[src/rtl/ieacd_regs.svh]
// register offsets, field positions, command codes and reset values of the
// auxiliary command decoder; assumes a 32-bit avalon-mm slave with byte addresses
`ifndef IEACD_REGS_SVH
`define IEACD_REGS_SVH

// byte offsets
`define IEACD_ADDR_W 4
`define IEACD_OFS_AUX 4'h0
`define IEACD_OFS_STAT 4'h4
`define IEACD_OFS_COMMAND_PASS_THROUGH_REG 4'h8
`define IEACD_OFS_CTRL 4'hc

// auxiliary command byte layout
`define IEACD_CMD_SET_BIT 7
`define IEACD_CMD_GRP_HI 6
`define IEACD_CMD_GRP_LO 4
`define IEACD_CMD_CODE_HI 3
`define IEACD_CMD_CODE_LO 0
`define IEACD_CMD_GRP 3'h0
`define IEACD_CODE_FIRST 4'h7
`define IEACD_NUM_CODES 9

// strobe index = code - 7
`define IEACD_I_RTL 0
`define IEACD_I_FEOI 1
`define IEACD_I_LON 2
`define IEACD_I_TON 3
`define IEACD_I_GTS 4
`define IEACD_I_TCA 5
`define IEACD_I_TCS 6
`define IEACD_I_RPP 7
`define IEACD_I_SIC 8

// control register
`define IEACD_CTRL_PON 0
`define IEACD_CTRL_CHRST 1

// status register
`define IEACD_ST_RTL 0
`define IEACD_ST_LON 1
`define IEACD_ST_TON 2
`define IEACD_ST_LACS 3
`define IEACD_ST_TACS 4
`define IEACD_ST_CACS 5
`define IEACD_ST_CSBS 6
`define IEACD_ST_RPP 7
`define IEACD_ST_SIC 8
`define IEACD_ST_RSC 9
`define IEACD_ST_FEOI 10
`define IEACD_ST_IFC 11
`define IEACD_ST_PPOLL 12
`define IEACD_ST_TCS_WAIT 13

// reset values
`define IEACD_RST_DATA 32'h0000_0000
`define IEACD_RST_BYTE 8'h00

`endif

[src/rtl/ieacd_pkg.sv]
// types shared by the auxiliary command decoder files
// assumes nothing of its surroundings
package ieacd_pkg;

  // controller function states
  typedef enum logic [2:0] {
    IEACD_C_IDLE,
    IEACD_C_ACTIVE,
    IEACD_C_STANDBY,
    IEACD_C_TCS_WAIT,
    IEACD_C_PPOLL
  } ieacd_ctrl_st_t;

endpackage

[src/rtl/ieacd_cmd_dec.sv]
// decodes one auxiliary command byte into a strobe per code 07h..0fh
// assumes a one-cycle write strobe from the bus slave
`timescale 1ns/1ps
`include "ieacd_regs.svh"

module ieacd_cmd_dec (
  // command byte
  input wire logic wr_i,
  input wire logic [7:0] cmd_i,
  // decoded strobes
  output logic [`IEACD_NUM_CODES-1:0] hit_o,
  output logic set_o
);

  logic grp_ok;
  logic [3:0] code;

  assign code = cmd_i[`IEACD_CMD_CODE_HI:`IEACD_CMD_CODE_LO];
  // other groups belong to other decoders and are ignored here
  assign grp_ok = wr_i && (cmd_i[`IEACD_CMD_GRP_HI:`IEACD_CMD_GRP_LO] == `IEACD_CMD_GRP);
  assign set_o = cmd_i[`IEACD_CMD_SET_BIT];

  genvar g;
  generate
    for (g = 0; g < `IEACD_NUM_CODES; g = g + 1) begin : g_hit
      assign hit_o[g] = grp_ok && (code == (`IEACD_CODE_FIRST + 4'(g)));
    end
  endgenerate

endmodule

[src/rtl/ieacd_top.sv]
// auxiliary command decoder for codes 07h..0fh of an ieee 488 interface
// assumes avalon-mm master on clk_i, bus pins and handshake inputs synchronous
//
// Our own choices: the Avalon-MM slave port and the address map.
`timescale 1ns/1ps
`include "ieacd_regs.svh"

module ieacd_top (
  // clock and reset
  input wire logic clk_i,
  input wire logic rst_n_i,
  // avalon-mm slave
  input wire logic [`IEACD_ADDR_W-1:0] avs_address_i,
  input wire logic avs_read_i,
  input wire logic avs_write_i,
  input wire logic [31:0] avs_writedata_i,
  output logic [31:0] avs_readdata_o,
  output logic avs_waitrequest_o,
  // bus and handshake status
  input wire logic [7:0] dio_i,
  input wire logic ah_anrs_i,
  input wire logic byte_sent_i,
  // local messages
  output logic rtl_o,
  output logic gts_o,
  output logic tca_o,
  output logic tcs_o,
  output logic rpp_o,
  output logic sic_o,
  output logic rsc_o,
  output logic lon_o,
  output logic ton_o,
  // interface function states
  output logic listener_active_o,
  output logic talker_active_o,
  output logic sys_ctrl_o,
  // bus drive
  output logic atn_o,
  output logic eoi_o,
  output logic idy_o,
  output logic ifc_o
);

  ////////////////////////////////////////////////////////////////////////////
  // bus slave

  logic wait_q;
  logic req;
  logic acc_wr;
  logic aux_wr;
  logic ctrl_wr;
  logic [31:0] rdata_d;
  logic [31:0] rdata_q;
  logic [31:0] status;

  assign req = avs_read_i || avs_write_i;
  // write commits at the edge where waitrequest is seen low
  assign acc_wr = avs_write_i && !wait_q;
  assign aux_wr = acc_wr && (avs_address_i == `IEACD_OFS_AUX);
  assign ctrl_wr = acc_wr && (avs_address_i == `IEACD_OFS_CTRL);

  // one wait cycle per access: low for exactly one cycle after a request
  always_ff @(posedge clk_i or negedge rst_n_i) begin
    if (!rst_n_i) begin
      wait_q <= 1'b1;
    end else begin
      wait_q <= !(req && wait_q);
    end
  end

  logic [7:0] command_pass_through_reg_q;

  always_comb begin
    rdata_d = `IEACD_RST_DATA;
    case (avs_address_i)
      `IEACD_OFS_STAT: rdata_d = status;
      `IEACD_OFS_COMMAND_PASS_THROUGH_REG: rdata_d = {24'h00_0000, command_pass_through_reg_q};
      default: rdata_d = `IEACD_RST_DATA;
    endcase
  end

  always_ff @(posedge clk_i or negedge rst_n_i) begin
    if (!rst_n_i) begin
      rdata_q <= `IEACD_RST_DATA;
    end else if (avs_read_i && wait_q) begin
      rdata_q <= rdata_d;
    end
  end

  assign avs_readdata_o = rdata_q;
  assign avs_waitrequest_o = wait_q;

  ////////////////////////////////////////////////////////////////////////////
  // control register: power-on level and self-clearing chip reset

  logic pon_q;
  logic chrst;

  always_ff @(posedge clk_i or negedge rst_n_i) begin
    if (!rst_n_i) begin
      pon_q <= 1'b0;
    end else if (ctrl_wr) begin
      pon_q <= avs_writedata_i[`IEACD_CTRL_PON];
    end
  end

  assign chrst = ctrl_wr && avs_writedata_i[`IEACD_CTRL_CHRST];

  ////////////////////////////////////////////////////////////////////////////
  // command decode

  logic [`IEACD_NUM_CODES-1:0] hit;
  logic set_cmd;
  logic set_hit;
  logic clr_hit;

  ieacd_cmd_dec u_dec (
    .wr_i (aux_wr),
    .cmd_i (avs_writedata_i[7:0]),
    .hit_o (hit),
    .set_o (set_cmd)
  );

  ////////////////////////////////////////////////////////////////////////////
  // return to local

  logic rtl_hold_q;
  logic rtl_q;

  always_ff @(posedge clk_i or negedge rst_n_i) begin
    if (!rst_n_i) begin
      rtl_hold_q <= 1'b0;
      rtl_q <= 1'b0;
    end else if (chrst) begin
      rtl_hold_q <= 1'b0;
      rtl_q <= 1'b0;
    end else begin
      if (hit[`IEACD_I_RTL]) begin
        rtl_hold_q <= set_cmd;
      end
      // clear code still shows one true cycle, then drops
      rtl_q <= hit[`IEACD_I_RTL] || rtl_hold_q;
    end
  end

  ////////////////////////////////////////////////////////////////////////////
  // pulsed controller messages, one cycle each

  logic gts_q;
  logic tca_q;
  logic tcs_q;

  always_ff @(posedge clk_i or negedge rst_n_i) begin
    if (!rst_n_i) begin
      gts_q <= 1'b0;
      tca_q <= 1'b0;
      tcs_q <= 1'b0;
    end else begin
      gts_q <= hit[`IEACD_I_GTS];
      tca_q <= hit[`IEACD_I_TCA];
      tcs_q <= hit[`IEACD_I_TCS];
    end
  end

  ////////////////////////////////////////////////////////////////////////////
  // send eoi with next byte

  logic feoi_q;

  // a new request in the same cycle as a byte leaves wins, so it is not lost
  always_ff @(posedge clk_i or negedge rst_n_i) begin
    if (!rst_n_i) begin
      feoi_q <= 1'b0;
    end else if (hit[`IEACD_I_FEOI]) begin
      feoi_q <= 1'b1;
    end else if (byte_sent_i) begin
      feoi_q <= 1'b0;
    end
  end

  ////////////////////////////////////////////////////////////////////////////
  // listen only, talk only

  logic lon_q;
  logic ton_q;

  always_ff @(posedge clk_i or negedge rst_n_i) begin
    if (!rst_n_i) begin
      lon_q <= 1'b0;
      ton_q <= 1'b0;
    end else if (pon_q) begin
      lon_q <= 1'b0;
      ton_q <= 1'b0;
    end else begin
      if (hit[`IEACD_I_LON]) begin
        lon_q <= set_cmd;
      end
      if (hit[`IEACD_I_TON]) begin
        ton_q <= set_cmd;
      end
    end
  end

  ////////////////////////////////////////////////////////////////////////////
  // parallel poll request, interface clear, system control

  logic rpp_q;
  logic sic_q;
  logic rsc_q;

  always_ff @(posedge clk_i or negedge rst_n_i) begin
    if (!rst_n_i) begin
      rpp_q <= 1'b0;
    end else if (chrst) begin
      rpp_q <= 1'b0;
    end else if (hit[`IEACD_I_RPP]) begin
      rpp_q <= set_cmd;
    end
  end

  always_ff @(posedge clk_i or negedge rst_n_i) begin
    if (!rst_n_i) begin
      sic_q <= 1'b0;
      rsc_q <= 1'b0;
    end else begin
      if (chrst) begin
        sic_q <= 1'b0;
      end else if (hit[`IEACD_I_SIC]) begin
        sic_q <= set_cmd;
      end
      // rsc survives chip reset; only 0f drops it
      if (hit[`IEACD_I_SIC]) begin
        rsc_q <= set_cmd;
      end
    end
  end

  ////////////////////////////////////////////////////////////////////////////
  // controller function

  ieacd_pkg::ieacd_ctrl_st_t cst_q;
  logic ifc_d;
  logic lacs_q;
  logic tacs_q;

  // sic and rsc together drive ifc; the host times the 100 us itself
  assign ifc_d = sic_q && rsc_q;

  always_ff @(posedge clk_i or negedge rst_n_i) begin
    if (!rst_n_i) begin
      lacs_q <= 1'b0;
      tacs_q <= 1'b0;
    end else begin
      lacs_q <= lon_q;
      tacs_q <= ton_q;
    end
  end

  always_ff @(posedge clk_i or negedge rst_n_i) begin
    if (!rst_n_i) begin
      cst_q <= ieacd_pkg::IEACD_C_IDLE;
    end else if (ifc_d) begin
      // system controller sending ifc takes charge of the bus
      cst_q <= ieacd_pkg::IEACD_C_ACTIVE;
    end else begin
      case (cst_q)
        ieacd_pkg::IEACD_C_ACTIVE: begin
          if (gts_q) begin
            cst_q <= ieacd_pkg::IEACD_C_STANDBY;
          end else if (rpp_q) begin
            cst_q <= ieacd_pkg::IEACD_C_PPOLL;
          end
        end
        ieacd_pkg::IEACD_C_STANDBY: begin
          if (tca_q) begin
            cst_q <= ieacd_pkg::IEACD_C_ACTIVE;
          end else if (tcs_q && lacs_q) begin
            cst_q <= ieacd_pkg::IEACD_C_TCS_WAIT;
          end
        end
        ieacd_pkg::IEACD_C_TCS_WAIT: begin
          // tca still overrides a pending synchronous take
          if (tca_q || ah_anrs_i) begin
            cst_q <= ieacd_pkg::IEACD_C_ACTIVE;
          end
        end
        ieacd_pkg::IEACD_C_PPOLL: begin
          if (!rpp_q) begin
            cst_q <= ieacd_pkg::IEACD_C_ACTIVE;
          end
        end
        default: cst_q <= cst_q;
      endcase
    end
  end

  // poll answer is sampled every polling cycle; last value stays readable
  always_ff @(posedge clk_i or negedge rst_n_i) begin
    if (!rst_n_i) begin
      command_pass_through_reg_q <= `IEACD_RST_BYTE;
    end else if (cst_q == ieacd_pkg::IEACD_C_PPOLL) begin
      command_pass_through_reg_q <= dio_i;
    end
  end

  ////////////////////////////////////////////////////////////////////////////
  // registered pin drive

  logic active;
  logic polling;
  logic atn_q;
  logic eoi_q;
  logic idy_q;
  logic ifc_q;
  logic sysc_q;

  assign active = (cst_q == ieacd_pkg::IEACD_C_ACTIVE);
  assign polling = (cst_q == ieacd_pkg::IEACD_C_PPOLL);

  always_ff @(posedge clk_i or negedge rst_n_i) begin
    if (!rst_n_i) begin
      atn_q <= 1'b0;
      eoi_q <= 1'b0;
      idy_q <= 1'b0;
      ifc_q <= 1'b0;
      sysc_q <= 1'b0;
    end else begin
      atn_q <= active || polling;
      idy_q <= polling;
      // idy is eoi under atn; otherwise eoi marks the flagged byte
      eoi_q <= polling || (feoi_q && !atn_q);
      ifc_q <= ifc_d;
      sysc_q <= rsc_q && sic_q;
    end
  end

  ////////////////////////////////////////////////////////////////////////////
  // status and outputs

  always_comb begin
    status = `IEACD_RST_DATA;
    status[`IEACD_ST_RTL] = rtl_q;
    status[`IEACD_ST_LON] = lon_q;
    status[`IEACD_ST_TON] = ton_q;
    status[`IEACD_ST_LACS] = lacs_q;
    status[`IEACD_ST_TACS] = tacs_q;
    status[`IEACD_ST_CACS] = active;
    status[`IEACD_ST_CSBS] = (cst_q == ieacd_pkg::IEACD_C_STANDBY);
    status[`IEACD_ST_RPP] = rpp_q;
    status[`IEACD_ST_SIC] = sic_q;
    status[`IEACD_ST_RSC] = rsc_q;
    status[`IEACD_ST_FEOI] = feoi_q;
    status[`IEACD_ST_IFC] = ifc_q;
    status[`IEACD_ST_PPOLL] = polling;
    status[`IEACD_ST_TCS_WAIT] = (cst_q == ieacd_pkg::IEACD_C_TCS_WAIT);
  end

  assign rtl_o = rtl_q;
  assign gts_o = gts_q;
  assign tca_o = tca_q;
  assign tcs_o = tcs_q;
  assign rpp_o = rpp_q;
  assign sic_o = sic_q;
  assign rsc_o = rsc_q;
  assign lon_o = lon_q;
  assign ton_o = ton_q;
  assign listener_active_o = lacs_q;
  assign talker_active_o = tacs_q;
  assign sys_ctrl_o = sysc_q;
  assign atn_o = atn_q;
  assign eoi_o = eoi_q;
  assign idy_o = idy_q;
  assign ifc_o = ifc_q;

endmodule
[config.mk]
export PLATFORM = sky130hd
export DESIGN_NAME = ieacd_top
export DESIGN_NICKNAME = d
export VERILOG_FILES = /design/src/rtl/ieacd_pkg.sv /design/src/rtl/ieacd_cmd_dec.sv /design/src/rtl/ieacd_top.sv
export VERILOG_INCLUDE_DIRS = /design/src /design/src/rtl
export SDC_FILE = /design/constraint.sdc
export NUM_CORES = 1
export LEC_CHECK = 0
export BUFFER_PORTS_ARGS = -buffer_cell sky130_fd_sc_hd__clkbuf_2
export CORE_ASPECT_RATIO = 0.5
export CORE_MARGIN = 4
export CORE_UTILIZATION = 51
export CTS_BUF_LIST = sky130_fd_sc_hd__clkbuf_8
export DETAILED_ROUTE_END_ITERATION = 6
export HOLD_SLACK_MARGIN = 0.06
export PLACE_DENSITY_LB_ADDON = 0.15
export SYNTH_ARGS = -nofsm -noshare
export SYNTH_HDL_FRONTEND = slang
export SYNTH_HIERARCHICAL = 1
export SYNTH_SLANG_ARGS = --single-unit
[constraint.sdc]
create_clock -name clk_i -period 5.8 [get_ports clk_i]
set_input_delay 0.29 -clock clk_i [delete_from_list [all_inputs] [get_ports clk_i]]
set_output_delay 0.29 -clock clk_i [all_outputs]
set_load 0.03 [all_outputs]
==> qor.yml <==
status: "complete, no violations"
place_ws_ps: 3190
rows: 15
die_area_um2: 5080
ys_warn_count: 6
finalSetupTns_ps: 0
finalCriticalPeriod_ps: 2330
fin_nets: 298
grt_pass1_vias: 1431
crit_type: "input port to flop"
finalCritPeriodShare_pct: 40.2
power_density_nw_per_um2: 244
dr.pass1.iters: 4
cts_made_buffers: 5
initial_core_util_pct: 55.9
rsz0062_at_grt: "false"
hold_path.class: "input port to flop"
io_pins: 99
synth.cell_area_um2: 2010
ys_seq_area_share_pct: 54.8
place_area_um2: 2240
grt_first_pass_wirelength_mm: 7.21
cts_max_path_buffers: 2
r2r_cells: 5
synth-edff-count: 0
hp-start: "byte_sent_i"
p_leak_uw: 0.00121
wire_per_inst_um: 14.5
syn-instance-count: 193
slew_headroom_pct: 29.6
ys.flop_type: "dfrtp_1"
fin_area_um2: 2320
drive_gt1_share_pct: 29.3
port_buffers: 56
synth-async-reset-ratio_pct: 100
min_path_cells: 2
synthDistinctLibCells: 38
grt.overflow.total: 0
grt_start_max_net_pins: 45
maxCapViolCount: 0
core_um2: 3600
ys_seq_elements: 44
path_clk_slew_ps: 80
root_buffer: "clkbuf_8"
vias_per_cell: 5.11
setup_ws_ps: 3470
vdd_drop_max_mv: 0.124
dp.final_hpwl_mm: 3.21
wirelength_mm: 4.34
place_congestion: 0.864
r2r_slack_ps: 3640
drtIter0Drc: 88
h-tree-depth: 2
slew_violations: 0
start_kind: "input port"
hold_buffers: 0
clock_sinks: 44
end_kind: "flop"
clk_latency_ps: 290
setup_violations: 0
cts_tree: "built"
area_growth_pct: 15.4
hold_violations: 0
ant_nets: 0
antennaDiodeCount: 0
antenna_found_initial: 0
clock.fmax_mhz: 429
cts_resized: 0
die_width_um: 96.9
die_y_um: 52.4
critPathRequiredTime_ps: 5990
reg2reg_from: "avs_waitrequest_o$_DFF_PN1_"
worst-path-max-fanout: 9
clock_skew_ps: 12.8
avgSynthCellArea_um2: 10.4
grt.total_usage_pct: 18.4
vias: 1533
worstMarginPinSlew_ps: 1060
drc_errors: 0
cts_post_setup_buffers_inserted: 0
arrival_ps: 2520
startpoint: "avs_address_i[1]"
## final cells by class
type | instances | area, um^2
fillers | 321 | 1280
flip-flops and latches | 44 | 1100
multi-input cells | 137 | 774
repair buffers | 56 | 280
clock buffers | 5 | 68.8
well taps | 51 | 63.8
clock inverters | 3 | 18.8
inverters | 4 | 15.0
## state kept, by name (all words and copies together), names as in the netlist
signal and count:
avs_waitrequest_o 1, rtl_o 1, command_pass_through_reg_q 8, rsc_o 1, avs_readdata_o 14, ton_o 1
idy_o 1, cst_q 3, talker_active_o 1, atn_o 1, listener_active_o 1, eoi_o 1
sic_o 1, lon_o 1, rpp_o 1, gts_o 1, sys_ctrl_o 1, tca_o 1
rtl_hold_q 1, feoi_q 1, tcs_o 1, pon_q 1
## per-layer routing
metal  share of wire (%)  global-route usage (%)  vias up
met1                  47                    25.4      737
met5                   0                       0        -
met4                0.28                    4.90        0
met3                 7.6                    5.44        2
met2                  45                    28.7       56
li1                    -                       -      738
## final timing paths
path / end
worst min-delay path: feoi_q$_DFFE_PN0P_
worst max register to register: ton_o$_DFFE_PN0P_
min in group asynchronous: rtl_hold_q$_DFFE_PN0P_
max in group asynchronous: rsc_o$_DFFE_PN0P_
worst max-delay path: ton_o$_DFFE_PN0P_
worst min register to register: ton_o$_DFFE_PN0P_
## stage by stage
stage          cells  hold slack [ps]  utilization [%]  power, uW
4_1_cts          300              163             64.5        570
3_5_place_dp     292              455             62.0        385
5_1_grt          300              151             64.5        599
3_3_place_gp     292              449             62.0        384
2_1_floorplan    210            -5.59                -        370
6_report         300              166             64.5        567
## logic make-up after synthesis
group,Yosys count,synth area share (%)
AOI/OAI and AO/OA,28,10.1
and+or+nand+nor,84,21.4
muxes,7,3.67
DFF,44,54.8
buffers and inverters,29,9.94
other,1,0.186
## cell usage in the layout (no fill, tap or decap), types with 2 or more instances in the layout
master and instances:
nor2_1 9, clkinv_2 2, nand2_1 42, clkbuf_8 5, nor4_1 3, a221o_1 2
o21ai_0 6, mux2_1 2, nand3b_1 2, a22oi_1 6, inv_1 3, nand3_1 3
dfrtp_1 43, a21oi_1 5, a22o_1 6, mux2i_1 4, nor3_1 8, or3_1 2
nor4b_1 2, nand2b_1 4, clkbuf_2 56, conb_1 18
## power by group
part | internal, uW | leakage [uW] | switching (uW)
clock | 84.0 | 0.0000479 | 105
sequential | 313 | 0.000561 | 4.52
combinational | 14.5 | 0.000602 | 46.0
total | 412 | 0.00121 | 156
## critical path: stages
cell and delay (ps):
clkbuf_2 100, or3_1 460, nor4b_1 370, or4b_1 670, nor3_1 330, mux2i_1 240
nor2_1 60
## synthesized netlist by cell type, types with 3 or more instances
cell type  number  area share [%]
nor2_1          9             1.7
nor4_1          3            0.93
nand2b_1        4             1.2
nand3_1         3            0.75
mux2i_1         4             2.0
nand2_1        42             7.8
inv_1           3            0.56
nor3_1          8             2.0
a22oi_1         6             2.2
a21oi_1         5             1.2
dfrtp_1        43              53
a22o_1          6             2.6
buf_4          20             7.5
o21ai_0         6             1.5
Note: power is estimated with default switching activity, not from simulation.
